--- src/hw/fcr_defs.svh ---
// register map, field positions, reset values and timing counts of the flash register bank
`ifndef FCR_DEFS_SVH
`define FCR_DEFS_SVH

// ============================================================
// address map
`define FCR_BASE_ADDR        32'hFFFFFF00
`define FCR_BASE_MASK        32'hFFFFFF00
`define FCR_MODE0_OFS        8'h60
`define FCR_CMD0_OFS         8'h64
`define FCR_STAT0_OFS        8'h68
`define FCR_RSVD0_OFS        8'h6C
`define FCR_MODE1_OFS        8'h70
`define FCR_CMD1_OFS         8'h74
`define FCR_STAT1_OFS        8'h78
`define FCR_RSVD1_OFS        8'h7C
`define FCR_EVT_STAT_OFS     8'h80
`define FCR_EVT_MASK_OFS     8'h84

// ============================================================
// mode register fields
`define FCR_MODE_RESET       32'h00000000
`define FCR_MODE_WMASK       32'h00FF0B0D
`define FCR_MODE_RDY_BIT     0
`define FCR_MODE_LOCK_ERROR_IRQ_ENABLE_BIT   2
`define FCR_MODE_PROGRAM_ERROR_IRQ_ENABLE_BIT   3

// ============================================================
// command register fields
`define FCR_KEY_MSB          31
`define FCR_KEY_LSB          24
`define FCR_KEY_VALUE        8'h5A
`define FCR_PAGE_MSB         17
`define FCR_PAGE_LSB         8
`define FCR_REGION_MSB       17
`define FCR_REGION_LSB       14
`define FCR_CMD_MSB          3
`define FCR_CMD_LSB          0

// ============================================================
// status register fields
`define FCR_STAT_RDY_BIT     0
`define FCR_STAT_LOCK_ERROR_IRQ_ENABLE_BIT   2
`define FCR_STAT_PROGRAM_ERROR_IRQ_ENABLE_BIT   3
`define FCR_STAT_SEC_BIT     4
`define FCR_STAT_GP_LSB      8
`define FCR_STAT_LOCKS_LSB   16
`define FCR_GP_COUNT         3

// ============================================================
// event register and timing
`define FCR_EVT_RESET        6'h00
`define FCR_OP_TIME_NS       640
`define FCR_CLK_PERIOD_NS    40
`define FCR_OP_CYCLES        ((`FCR_OP_TIME_NS + `FCR_CLK_PERIOD_NS - 1) / `FCR_CLK_PERIOD_NS)

`endif

--- src/hw/fcr_pkg.sv ---
// types shared by the flash register bank modules
package fcr_pkg;

    // ============================================================
    // flash commands
    typedef enum logic [3:0] {
        FCR_CMD_NONE = 4'b0000,
        FCR_CMD_WP   = 4'b0001,
        FCR_CMD_SLB  = 4'b0010,
        FCR_CMD_WPL  = 4'b0011,
        FCR_CMD_CLB  = 4'b0100,
        FCR_CMD_EA   = 4'b1000,
        FCR_CMD_SGPB = 4'b1011,
        FCR_CMD_CGPB = 4'b1101,
        FCR_CMD_SSB  = 4'b1111
    } fcr_cmd_type;

    // ============================================================
    // controller states
    typedef enum logic [1:0] {
        FCR_ST_IDLE = 2'b00,
        FCR_ST_BUSY = 2'b01,
        FCR_ST_DONE = 2'b10
    } fcr_state_type;

    // ============================================================
    // bus write states
    typedef enum logic [1:0] {
        FCR_WR_IDLE = 2'b00,
        FCR_WR_RESP = 2'b01
    } fcr_wr_state_type;

endpackage : fcr_pkg

--- src/hw/fcr_bank_if.sv ---
// link between the register decoder and one flash controller instance
`timescale 1ns/1ps
interface fcr_bank_if;
    logic        mode_wr;
    logic        cmd_wr;
    logic        stat_rd;
    logic [31:0] wdata;
    logic [31:0] mode;
    logic [31:0] status;
    logic        irq;
    logic        ready_evt;
    logic        lock_err_evt;
    logic        prog_err_evt;

    modport ctrl (output mode_wr, cmd_wr, stat_rd, wdata,
                  input  mode, status, irq, ready_evt, lock_err_evt, prog_err_evt);
    modport bank (input  mode_wr, cmd_wr, stat_rd, wdata,
                  output mode, status, irq, ready_evt, lock_err_evt, prog_err_evt);
endinterface : fcr_bank_if

--- src/hw/fcr_bank.sv ---
// one flash controller instance: mode, command and status registers
`timescale 1ns/1ps
`include "fcr_defs.svh"
module fcr_bank
    import fcr_pkg::*;
(
    // clock and reset
    input  wire logic   sys_clk,
    input  wire logic   reset,
    input  wire logic   clk_en,
    // decoder side
    fcr_bank_if.bank    bus
);
    localparam int OP_CYCLES = `FCR_OP_CYCLES;

    fcr_state_type state_reg;
    logic [31:0]   mode_reg;
    logic          ready_reg;
    logic          lock_error_irq_enable_reg;
    logic          program_error_irq_enable_reg;
    logic          sec_reg;
    logic [2:0]    gp_reg;
    logic [15:0]   locks_reg;
    logic [7:0]    count_reg;
    fcr_cmd_type   op_reg;
    logic [9:0]    page_reg;
    logic          irq_reg;

    logic          key_ok;
    logic [3:0]    cmd_code;
    logic          cmd_known;
    logic          lock_hit;
    logic          set_lock_error_irq_enable;
    logic          set_program_error_irq_enable;
    logic          start_op;

    assign key_ok   = bus.wdata[`FCR_KEY_MSB:`FCR_KEY_LSB] == `FCR_KEY_VALUE;
    assign cmd_code = bus.wdata[`FCR_CMD_MSB:`FCR_CMD_LSB];

    // ============================================================
    // command decode
    always_comb begin
        cmd_known = 1'b1;
        lock_hit  = 1'b0;
        case (cmd_code)
            FCR_CMD_WP, FCR_CMD_WPL:
                lock_hit = locks_reg[bus.wdata[`FCR_REGION_MSB:`FCR_REGION_LSB]];
            FCR_CMD_EA:
                lock_hit = |locks_reg;
            FCR_CMD_NONE, FCR_CMD_SLB, FCR_CMD_CLB, FCR_CMD_SGPB, FCR_CMD_CGPB,
            FCR_CMD_SSB:
                lock_hit = 1'b0;
            default:
                cmd_known = 1'b0;
        endcase
    end

    // wrong key: nothing at all happens, not even an error flag
    assign set_program_error_irq_enable = bus.cmd_wr && key_ok && !cmd_known;
    assign set_lock_error_irq_enable = bus.cmd_wr && key_ok && cmd_known && lock_hit && ready_reg;
    assign start_op  = bus.cmd_wr && key_ok && cmd_known && !lock_hit && ready_reg
                       && (cmd_code != FCR_CMD_NONE);

    // ============================================================
    // mode register
    always_ff @(posedge sys_clk) begin
        if (reset) begin
            mode_reg <= `FCR_MODE_RESET;
        end else if (clk_en && bus.mode_wr) begin
            mode_reg <= bus.wdata & `FCR_MODE_WMASK;
        end
    end

    // ============================================================
    // operation sequencer
    always_ff @(posedge sys_clk) begin
        if (reset) begin
            state_reg <= FCR_ST_IDLE;
            count_reg <= 8'h00;
            op_reg    <= FCR_CMD_NONE;
            page_reg  <= 10'h000;
        end else if (clk_en) begin
            case (state_reg)
                FCR_ST_IDLE: begin
                    if (start_op) begin
                        state_reg <= FCR_ST_BUSY;
                        count_reg <= 8'(OP_CYCLES - 1);
                        op_reg    <= fcr_cmd_type'(cmd_code);
                        page_reg  <= bus.wdata[`FCR_PAGE_MSB:`FCR_PAGE_LSB];
                    end
                end
                FCR_ST_BUSY: begin
                    if (count_reg == 8'h00) begin
                        state_reg <= FCR_ST_DONE;
                    end else begin
                        count_reg <= count_reg - 8'h01;
                    end
                end
                FCR_ST_DONE: begin
                    state_reg <= FCR_ST_IDLE;
                end
                default: begin
                    state_reg <= FCR_ST_IDLE;
                end
            endcase
        end
    end

    // ============================================================
    // ready flag: low while a command runs
    always_ff @(posedge sys_clk) begin
        if (reset) begin
            ready_reg <= 1'b1;
        end else if (clk_en) begin
            if (start_op) begin
                ready_reg <= 1'b0;
            end else if (state_reg == FCR_ST_DONE) begin
                ready_reg <= 1'b1;
            end
        end
    end

    // ============================================================
    // error flags clear on status read, a new error in that cycle wins
    always_ff @(posedge sys_clk) begin
        if (reset) begin
            lock_error_irq_enable_reg <= 1'b0;
            program_error_irq_enable_reg <= 1'b0;
        end else if (clk_en) begin
            lock_error_irq_enable_reg <= set_lock_error_irq_enable | (lock_error_irq_enable_reg & ~bus.stat_rd);
            program_error_irq_enable_reg <= set_program_error_irq_enable | (program_error_irq_enable_reg & ~bus.stat_rd);
        end
    end

    // ============================================================
    // nonvolatile state changed at the end of an operation
    always_ff @(posedge sys_clk) begin
        if (reset) begin
            locks_reg <= 16'h0000;
            gp_reg    <= 3'h0;
            sec_reg   <= 1'b0;
        end else if (clk_en && state_reg == FCR_ST_DONE) begin
            case (op_reg)
                FCR_CMD_SLB, FCR_CMD_WPL:
                    locks_reg[page_reg[9:6]] <= 1'b1;
                FCR_CMD_CLB:
                    locks_reg[page_reg[9:6]] <= 1'b0;
                FCR_CMD_SGPB:
                    if (page_reg < 10'(`FCR_GP_COUNT)) gp_reg[page_reg[1:0]] <= 1'b1;
                FCR_CMD_CGPB:
                    if (page_reg < 10'(`FCR_GP_COUNT)) gp_reg[page_reg[1:0]] <= 1'b0;
                FCR_CMD_SSB:
                    sec_reg <= 1'b1;
                default: begin
                end
            endcase
        end
    end

    // ============================================================
    // interrupt: each flag gated by its enable in the mode register
    always_ff @(posedge sys_clk) begin
        if (reset) begin
            irq_reg <= 1'b0;
        end else if (clk_en) begin
            irq_reg <= (ready_reg & mode_reg[`FCR_MODE_RDY_BIT])
                     | (lock_error_irq_enable_reg & mode_reg[`FCR_MODE_LOCK_ERROR_IRQ_ENABLE_BIT])
                     | (program_error_irq_enable_reg & mode_reg[`FCR_MODE_PROGRAM_ERROR_IRQ_ENABLE_BIT]);
        end
    end

    always_comb begin
        bus.status = 32'h00000000;
        bus.status[`FCR_STAT_RDY_BIT]   = ready_reg;
        bus.status[`FCR_STAT_LOCK_ERROR_IRQ_ENABLE_BIT] = lock_error_irq_enable_reg;
        bus.status[`FCR_STAT_PROGRAM_ERROR_IRQ_ENABLE_BIT] = program_error_irq_enable_reg;
        bus.status[`FCR_STAT_SEC_BIT]   = sec_reg;
        bus.status[`FCR_STAT_GP_LSB +: `FCR_GP_COUNT] = gp_reg;
        bus.status[`FCR_STAT_LOCKS_LSB +: 16]         = locks_reg;
    end

    assign bus.mode         = mode_reg;
    assign bus.irq          = irq_reg;
    assign bus.ready_evt    = clk_en && state_reg == FCR_ST_DONE;
    assign bus.lock_err_evt = clk_en && set_lock_error_irq_enable;
    assign bus.prog_err_evt = clk_en && set_program_error_irq_enable;

endmodule : fcr_bank

--- src/hw/fcr_regs.sv ---
// AXI4-Lite register interface of two flash controller instances
// ============================================================
//
// Chosen here: the AXI4-Lite interface to the registers.
`timescale 1ns/1ps
`include "fcr_defs.svh"
module fcr_regs
    import fcr_pkg::*;
(
    // clock, reset, enable
    input  wire logic        sys_clk,
    input  wire logic        reset,
    input  wire logic        clk_en,
    // write address channel
    input  wire logic [31:0] s_axi_awaddr,
    input  wire logic [2:0]  s_axi_awprot,
    input  wire logic        s_axi_awvalid,
    output logic             s_axi_awready,
    // write data channel
    input  wire logic [31:0] s_axi_wdata,
    input  wire logic [3:0]  s_axi_wstrb,
    input  wire logic        s_axi_wvalid,
    output logic             s_axi_wready,
    // write response channel
    output logic [1:0]       s_axi_bresp,
    output logic             s_axi_bvalid,
    input  wire logic        s_axi_bready,
    // read address channel
    input  wire logic [31:0] s_axi_araddr,
    input  wire logic [2:0]  s_axi_arprot,
    input  wire logic        s_axi_arvalid,
    output logic             s_axi_arready,
    // read data channel
    output logic [31:0]      s_axi_rdata,
    output logic [1:0]       s_axi_rresp,
    output logic             s_axi_rvalid,
    input  wire logic        s_axi_rready,
    // interrupt
    output logic             mc_irq
);
    localparam logic [1:0] RESP_OKAY   = 2'b00;
    localparam logic [1:0] RESP_SLVERR = 2'b10;
    localparam int         BANKS       = 2;

    // ============================================================
    // address decode
    typedef enum logic [2:0] {
        FCR_SEL_MODE = 3'b000,
        FCR_SEL_CMD  = 3'b001,
        FCR_SEL_STAT = 3'b010,
        FCR_SEL_RSVD = 3'b011,
        FCR_SEL_EVTS = 3'b100,
        FCR_SEL_EVTM = 3'b101,
        FCR_SEL_NONE = 3'b110
    } fcr_sel_type;

    // which register of the window, and which bank for bank registers
    function automatic fcr_sel_type decode_sel(input logic [31:0] addr);
        if ((addr & `FCR_BASE_MASK) != `FCR_BASE_ADDR) begin
            return FCR_SEL_NONE;
        end
        case (addr[7:0])
            `FCR_MODE0_OFS, `FCR_MODE1_OFS: return FCR_SEL_MODE;
            `FCR_CMD0_OFS,  `FCR_CMD1_OFS:  return FCR_SEL_CMD;
            `FCR_STAT0_OFS, `FCR_STAT1_OFS: return FCR_SEL_STAT;
            `FCR_RSVD0_OFS, `FCR_RSVD1_OFS: return FCR_SEL_RSVD;
            `FCR_EVT_STAT_OFS:              return FCR_SEL_EVTS;
            `FCR_EVT_MASK_OFS:              return FCR_SEL_EVTM;
            default:                        return FCR_SEL_NONE;
        endcase
    endfunction : decode_sel

    function automatic logic decode_bank(input logic [31:0] addr);
        return addr[4];
    endfunction : decode_bank

    // ============================================================
    // bank instances
    fcr_bank_if bank_if [BANKS] ();

    logic [31:0]      wr_addr_reg;
    logic [31:0]      wr_data_reg;
    logic [3:0]       wr_strb_reg;
    logic             aw_held_reg;
    logic             w_held_reg;
    logic             do_write;
    fcr_sel_type      wr_sel;
    logic             wr_bank;
    fcr_sel_type      rd_sel;
    logic             rd_bank;
    logic             do_read;
    logic [31:0]      mode_rd   [BANKS];
    logic [31:0]      status_rd [BANKS];
    logic [BANKS-1:0] bank_irq;
    logic [5:0]       evt_pulse;
    logic [5:0]       evt_stat_reg;
    logic [5:0]       evt_mask_reg;

    assign wr_sel   = decode_sel(wr_addr_reg);
    assign wr_bank  = decode_bank(wr_addr_reg);
    assign rd_sel   = decode_sel(s_axi_araddr);
    assign rd_bank  = decode_bank(s_axi_araddr);
    assign do_write = clk_en && aw_held_reg && w_held_reg && !s_axi_bvalid;
    assign do_read  = clk_en && s_axi_arvalid && s_axi_arready;

    genvar gi;
    generate
        for (gi = 0; gi < BANKS; gi++) begin : g_bank
            // command and mode writes need all four lanes; partial writes are dropped
            assign bank_if[gi].mode_wr = do_write && wr_sel == FCR_SEL_MODE
                                         && wr_bank == 1'(gi) && &wr_strb_reg;
            assign bank_if[gi].cmd_wr  = do_write && wr_sel == FCR_SEL_CMD
                                         && wr_bank == 1'(gi) && &wr_strb_reg;
            assign bank_if[gi].stat_rd = do_read && rd_sel == FCR_SEL_STAT
                                         && rd_bank == 1'(gi);
            assign bank_if[gi].wdata   = wr_data_reg;
            assign mode_rd[gi]         = bank_if[gi].mode;
            assign status_rd[gi]       = bank_if[gi].status;
            assign bank_irq[gi]        = bank_if[gi].irq;
            assign evt_pulse[gi*3]     = bank_if[gi].ready_evt;
            assign evt_pulse[gi*3+1]   = bank_if[gi].lock_err_evt;
            assign evt_pulse[gi*3+2]   = bank_if[gi].prog_err_evt;

            fcr_bank u_bank (
                .sys_clk (sys_clk),
                .reset   (reset),
                .clk_en  (clk_en),
                .bus     (bank_if[gi])
            );
        end
    endgenerate

    // ============================================================
    // write address and data capture, either order
    always_ff @(posedge sys_clk) begin
        if (reset) begin
            aw_held_reg   <= 1'b0;
            s_axi_awready <= 1'b0;
            wr_addr_reg   <= 32'h00000000;
        end else if (clk_en) begin
            if (s_axi_awvalid && s_axi_awready) begin
                aw_held_reg   <= 1'b1;
                s_axi_awready <= 1'b0;
                wr_addr_reg   <= s_axi_awaddr;
            end else if (do_write) begin
                aw_held_reg   <= 1'b0;
            end else begin
                s_axi_awready <= !aw_held_reg && !s_axi_bvalid;
            end
        end
    end

    always_ff @(posedge sys_clk) begin
        if (reset) begin
            w_held_reg   <= 1'b0;
            s_axi_wready <= 1'b0;
            wr_data_reg  <= 32'h00000000;
            wr_strb_reg  <= 4'h0;
        end else if (clk_en) begin
            if (s_axi_wvalid && s_axi_wready) begin
                w_held_reg   <= 1'b1;
                s_axi_wready <= 1'b0;
                wr_data_reg  <= s_axi_wdata;
                wr_strb_reg  <= s_axi_wstrb;
            end else if (do_write) begin
                w_held_reg   <= 1'b0;
            end else begin
                s_axi_wready <= !w_held_reg && !s_axi_bvalid;
            end
        end
    end

    // ============================================================
    // write response
    always_ff @(posedge sys_clk) begin
        if (reset) begin
            s_axi_bvalid <= 1'b0;
            s_axi_bresp  <= RESP_OKAY;
        end else if (clk_en) begin
            if (do_write) begin
                s_axi_bvalid <= 1'b1;
                s_axi_bresp  <= (wr_sel == FCR_SEL_NONE) ? RESP_SLVERR : RESP_OKAY;
            end else if (s_axi_bvalid && s_axi_bready) begin
                s_axi_bvalid <= 1'b0;
            end
        end
    end

    // ============================================================
    // read channel
    always_ff @(posedge sys_clk) begin
        if (reset) begin
            s_axi_arready <= 1'b0;
            s_axi_rvalid  <= 1'b0;
            s_axi_rdata   <= 32'h00000000;
            s_axi_rresp   <= RESP_OKAY;
        end else if (clk_en) begin
            if (do_read) begin
                s_axi_arready <= 1'b0;
                s_axi_rvalid  <= 1'b1;
                s_axi_rresp   <= RESP_OKAY;
                case (rd_sel)
                    FCR_SEL_MODE: s_axi_rdata <= mode_rd[rd_bank];
                    FCR_SEL_STAT: s_axi_rdata <= status_rd[rd_bank];
                    FCR_SEL_EVTS: s_axi_rdata <= {26'h0000000, evt_stat_reg};
                    FCR_SEL_EVTM: s_axi_rdata <= {26'h0000000, evt_mask_reg};
                    // command register is write-only, reserved words read zero
                    FCR_SEL_CMD, FCR_SEL_RSVD: s_axi_rdata <= 32'h00000000;
                    default: begin
                        s_axi_rdata <= 32'h00000000;
                        s_axi_rresp <= RESP_SLVERR;
                    end
                endcase
            end else if (s_axi_rvalid && s_axi_rready) begin
                s_axi_rvalid  <= 1'b0;
            end else begin
                s_axi_arready <= !s_axi_rvalid;
            end
        end
    end

    // ============================================================
    // event status, write one to clear; a new event wins over the clear
    always_ff @(posedge sys_clk) begin
        if (reset) begin
            evt_stat_reg <= `FCR_EVT_RESET;
        end else if (clk_en) begin
            if (do_write && wr_sel == FCR_SEL_EVTS && wr_strb_reg[0]) begin
                evt_stat_reg <= (evt_stat_reg & ~wr_data_reg[5:0]) | evt_pulse;
            end else begin
                evt_stat_reg <= evt_stat_reg | evt_pulse;
            end
        end
    end

    always_ff @(posedge sys_clk) begin
        if (reset) begin
            evt_mask_reg <= `FCR_EVT_RESET;
        end else if (clk_en && do_write && wr_sel == FCR_SEL_EVTM && wr_strb_reg[0]) begin
            evt_mask_reg <= wr_data_reg[5:0];
        end
    end

    // ============================================================
    // interrupt line of the memory controller
    always_ff @(posedge sys_clk) begin
        if (reset) begin
            mc_irq <= 1'b0;
        end else if (clk_en) begin
            mc_irq <= (|bank_irq) | (|(evt_stat_reg & evt_mask_reg));
        end
    end

endmodule : fcr_regs

--- config.mk ---
export PLATFORM = sky130hd
export DESIGN_NAME = fcr_regs
export DESIGN_NICKNAME = d
export VERILOG_FILES = /design/src/hw/fcr_pkg.sv /design/src/hw/fcr_bank_if.sv /design/src/hw/fcr_bank.sv /design/src/hw/fcr_regs.sv
export VERILOG_INCLUDE_DIRS = /design/src /design/src/hw
export SDC_FILE = /design/constraint.sdc
export NUM_CORES = 1
export LEC_CHECK = 0
export ABC_CLOCK_PERIOD_IN_PS = 7000
export BUFFER_PORTS_ARGS = -buffer_cell sky130_fd_sc_hd__buf_2
export CAP_MARGIN = 25
export CORE_ASPECT_RATIO = 0.7
export CORE_MARGIN = 3
export CORE_UTILIZATION = 57
export DETAILED_ROUTE_END_ITERATION = 8
export PLACE_DENSITY = 0.89
export SYNTH_ARGS = -nofsm -noshare
export SYNTH_HDL_FRONTEND = slang
export SYNTH_SLANG_ARGS = --single-unit
--- constraint.sdc ---
create_clock -name sys_clk -period 7 [get_ports sys_clk]
set_input_delay 0.7 -clock sys_clk [delete_from_list [all_inputs] [get_ports sys_clk]]
set_output_delay 0.7 -clock sys_clk [all_outputs]
set_load 0.01 [all_outputs]
==> key figures <==
Status
  • Status: finished, final reports clean

Floorplan
  • Die W: 169 µm
  • Core area: 18200 µm²
  • Initial Util: 58.5%
  • # IOs: 156
  • Full die area: 20300 µm²
  • Die height: 120 µm
  • Core Rows: 41

Worst setup path
  • CP Capture Point: g_bank[0].u_bank.count_reg[5]
  • CP Data Arrival Time: 3.97 ns
  • Worst setup SP type: flip-flop
  • Reg-to-reg startpoint: bank_if[0].wdata[14]
  • WP data required: 7.44 ns
  • Crit Path Class: reg2reg
  • CP endpoint kind: flip-flop
  • R2R cell count: 7
  • Peak fanout along the critical path: 14
  • Reg2Reg Setup Slack: 3.48 ns
  • Worst Setup SP: bank_if[0].wdata[14]
  • R2r endpoint: g_bank[0].u_bank.count_reg[5]

STA
  • Fin crit period: 3.52 ns
  • Hold slack final: 0.415 ns
  • Final Max Slew Viols: 0
  • Setup WS post-layout: 3.48 ns
  • Unrepaired setup endpoints after global routing: no
  • Slew @ Worst Pin: 1.05 ns
  • Skew final: 0.00857 ns
  • F_max: 284 MHz
  • Final setup viols: 0
  • Tcrit/Tclk final: 50.3%
  • Slew HR: 29.6%
  • Final hold vios: 0
  • Setup tns final: 0 ns

Finish
  • Final core occ: 67.1%
  • Layout cells sized above 1: 17.3%
  • Area occupied by multi-input gates: 5440 µm²
  • Area Growth Syn to Fin: 14.8%
  • Sequential cell area: 4760 µm²
  • Layout fillers: 1484
  • NumNets Final: 1471

Logic synthesis
  • Mapped Area: 10600 µm²
  • Syn Inst Count: 1259
  • Synth cell types: 68
  • Top cells by count, synth: 252 x nand2_1, 238 x dfxtp_1, 150 x a21oi_1
  • Ranking of synthesized cells by area: dfxtp_1 45%, nand2_1 8.9%, a21oi_1 7.1%, mux2i_1 6.0%, nor2_1 4.7%
  • Ys flop type: dfxtp_1
  • Ys Warns: 0
  • Async SR Flop Fraction: 0%
  • Count leader, synth: nand2_1
  • Yosys reg bits: 238
  • Post-synth EDFFs: 0
  • Area leader, netlist: dfxtp_1
  • Synth top area share: 44.9%
  • Register area share after synthesis: 44.9%
  • Average cell area after synthesis: 8.44 µm²

Clocking
  • Sinks on Clock Net: 238
  • CTS max path bufs: 3
  • Clock Pin Slew Worst Setup and Hold Paths: 0.06 ns
  • Post-CTS Resized: 0
  • Clock buffer count from CTS: 23
  • Clk root buf: clkbuf_16
  • Post-CTS Hold Buffers: 0
  • Worst-Skew Late Latency: 0.52 ns
  • Setup bufs post-CTS: 0
  • CTS tree: yes
  • H-tree level count: 1

Route
  • Drt total wl: 28.3 mm
  • First drt pass iteration count: 5
  • Vias: 9675
  • Initial drt markers: 885
  • Routed vias/inst: 6.02
  • Wire per inst: 17.6 µm
  • DRC Markers: 0
  • Post-route ant nets: 0

Placed design
  • Dpl hpwl: 19.6 mm
  • Final RePlAce weighted congestion: 0.962
  • Dpl ws: 3.48 ns
  • Port Buffers: 139

Run
  • Max-cap viol count: 0

Worst hold path
  • WHS Path Cells: 3
  • Type of the tightest min-delay check: in2reg

Power
  • Leakage: 4.49 nW
  • Peak supply drop: 0.000165 V
  • Total power per unit cell area: 225 nW/µm²
  • Tot Pwr: 0.00274 W

Global routing
  • First-pass GRT wire length: 45.0 mm
  • Antenna violations before repair: 2
  • Largest net degree at the start of global routing: 118
  • Vias in the first global route: 9064
  • GRT Overall Usage: 26.8%
  • GRT Residual Overflow: 0
## metal layers
| metal | track usage [%] | part of all wire [%] | up-vias |
|---|---|---|---|
| li1 | - | - | 4614 |
| met2 | 40.1 | 43 | 509 |
| met1 | 38.9 | 44 | 4503 |
| met4 | 5.98 | 1.6 | 2 |
| met3 | 7.29 | 12 | 47 |
| met5 | 0 | 0.039 | - |
## kinds of logic after synthesis
logic type / count (synthesis) / synth area share [%]
AOI/OAI and AO/OA: 240 / 13.2
xor gates and xnor gates: 1 / 0.0825
adders and majority gates: 4 / 0.471
buffers and inverters: 105 / 4.18
DFF: 238 / 44.9
muxes: 95 / 11.5
other: 1 / 0.0353
and+or+nand+nor: 575 / 25.7
## area by class of cell
cell class                 count  area share, %
timing repair buffer         151           7.11
multi-input combinational    923           44.6
inverter                      16          0.493
clock buffer                  38           5.84
clock inverter                 4          0.400
sequential                   238           39.1
antenna                        1         0.0205
tap                          236           2.42
## critical path: stages (launching register included)
cell	delay (ns)
dfxtp_1	0.80
mux4_2	0.59
mux2i_1	0.25
nor2_1	0.07
a211oi_1	0.64
a32oi_1	0.47
or3_1	0.48
a21oi_1	0.15
## stage by stage
stage          instance area, µm²  instances
6_report                    12200       1607
5_1_grt                     12200       1607
4_1_cts                     12100       1603
3_5_place_dp                11300       1561
3_3_place_gp                11300       1559
2_1_floorplan               10600       1266
## report_power, final
part | total [W] | internal, W | leakage [nW] | switching [W]
Clock | 0.00125 | 0.000730 | 0.376 | 0.000517
Combinational | 0.000112 | 0.0000448 | 2.19 | 0.0000675
Sequential | 0.00138 | 0.00137 | 1.92 | 0.0000133
Total | 0.00274 | 0.00214 | 4.49 | 0.000598
## cells in the final DEF (no fill, tap or decap), types with 3 or more instances in the layout
cell / n
a211oi_1: 12
a21oi_1: 150
a221oi_1: 7
a22oi_1: 21
and2_1: 3
and3_1: 6
and4_1: 3
buf_16: 3
buf_2: 138
buf_4: 7
clkbuf_1: 7
clkbuf_16: 23
clkbuf_8: 8
conb_1: 8
dfxtp_1: 238
ha_1: 4
inv_1: 16
mux2_2: 10
mux2i_1: 64
mux4_2: 21
nand2_1: 252
nand2b_1: 9
nand3_1: 25
nand3b_1: 8
nand4_1: 22
nor2_1: 132
nor2b_1: 14
nor3_1: 36
nor3b_1: 7
nor4_1: 15
o21ai_0: 24
o31ai_1: 5
or2_2: 5
or3_1: 12
or4_1: 5
## worst min path at each step
stage                                     to                           from  slack, ns
6_report                      wr_addr_reg[0]                s_axi_awaddr[0]       0.41
5_1_grt                      wr_addr_reg[23]               s_axi_awaddr[23]       0.40
4_1_cts                      wr_addr_reg[23]               s_axi_awaddr[23]       0.41
3_5_place_dp   g_bank[1].u_bank.bus.mode[11]  g_bank[1].u_bank.bus.mode[11]       0.44
3_3_place_gp    g_bank[1].u_bank.bus.mode[8]   g_bank[1].u_bank.bus.mode[8]       0.44
2_1_floorplan  g_bank[1].u_bank.bus.mode[11]  g_bank[1].u_bank.bus.mode[11]       0.43
No activity file was read; power rests on OpenSTA's default activity.
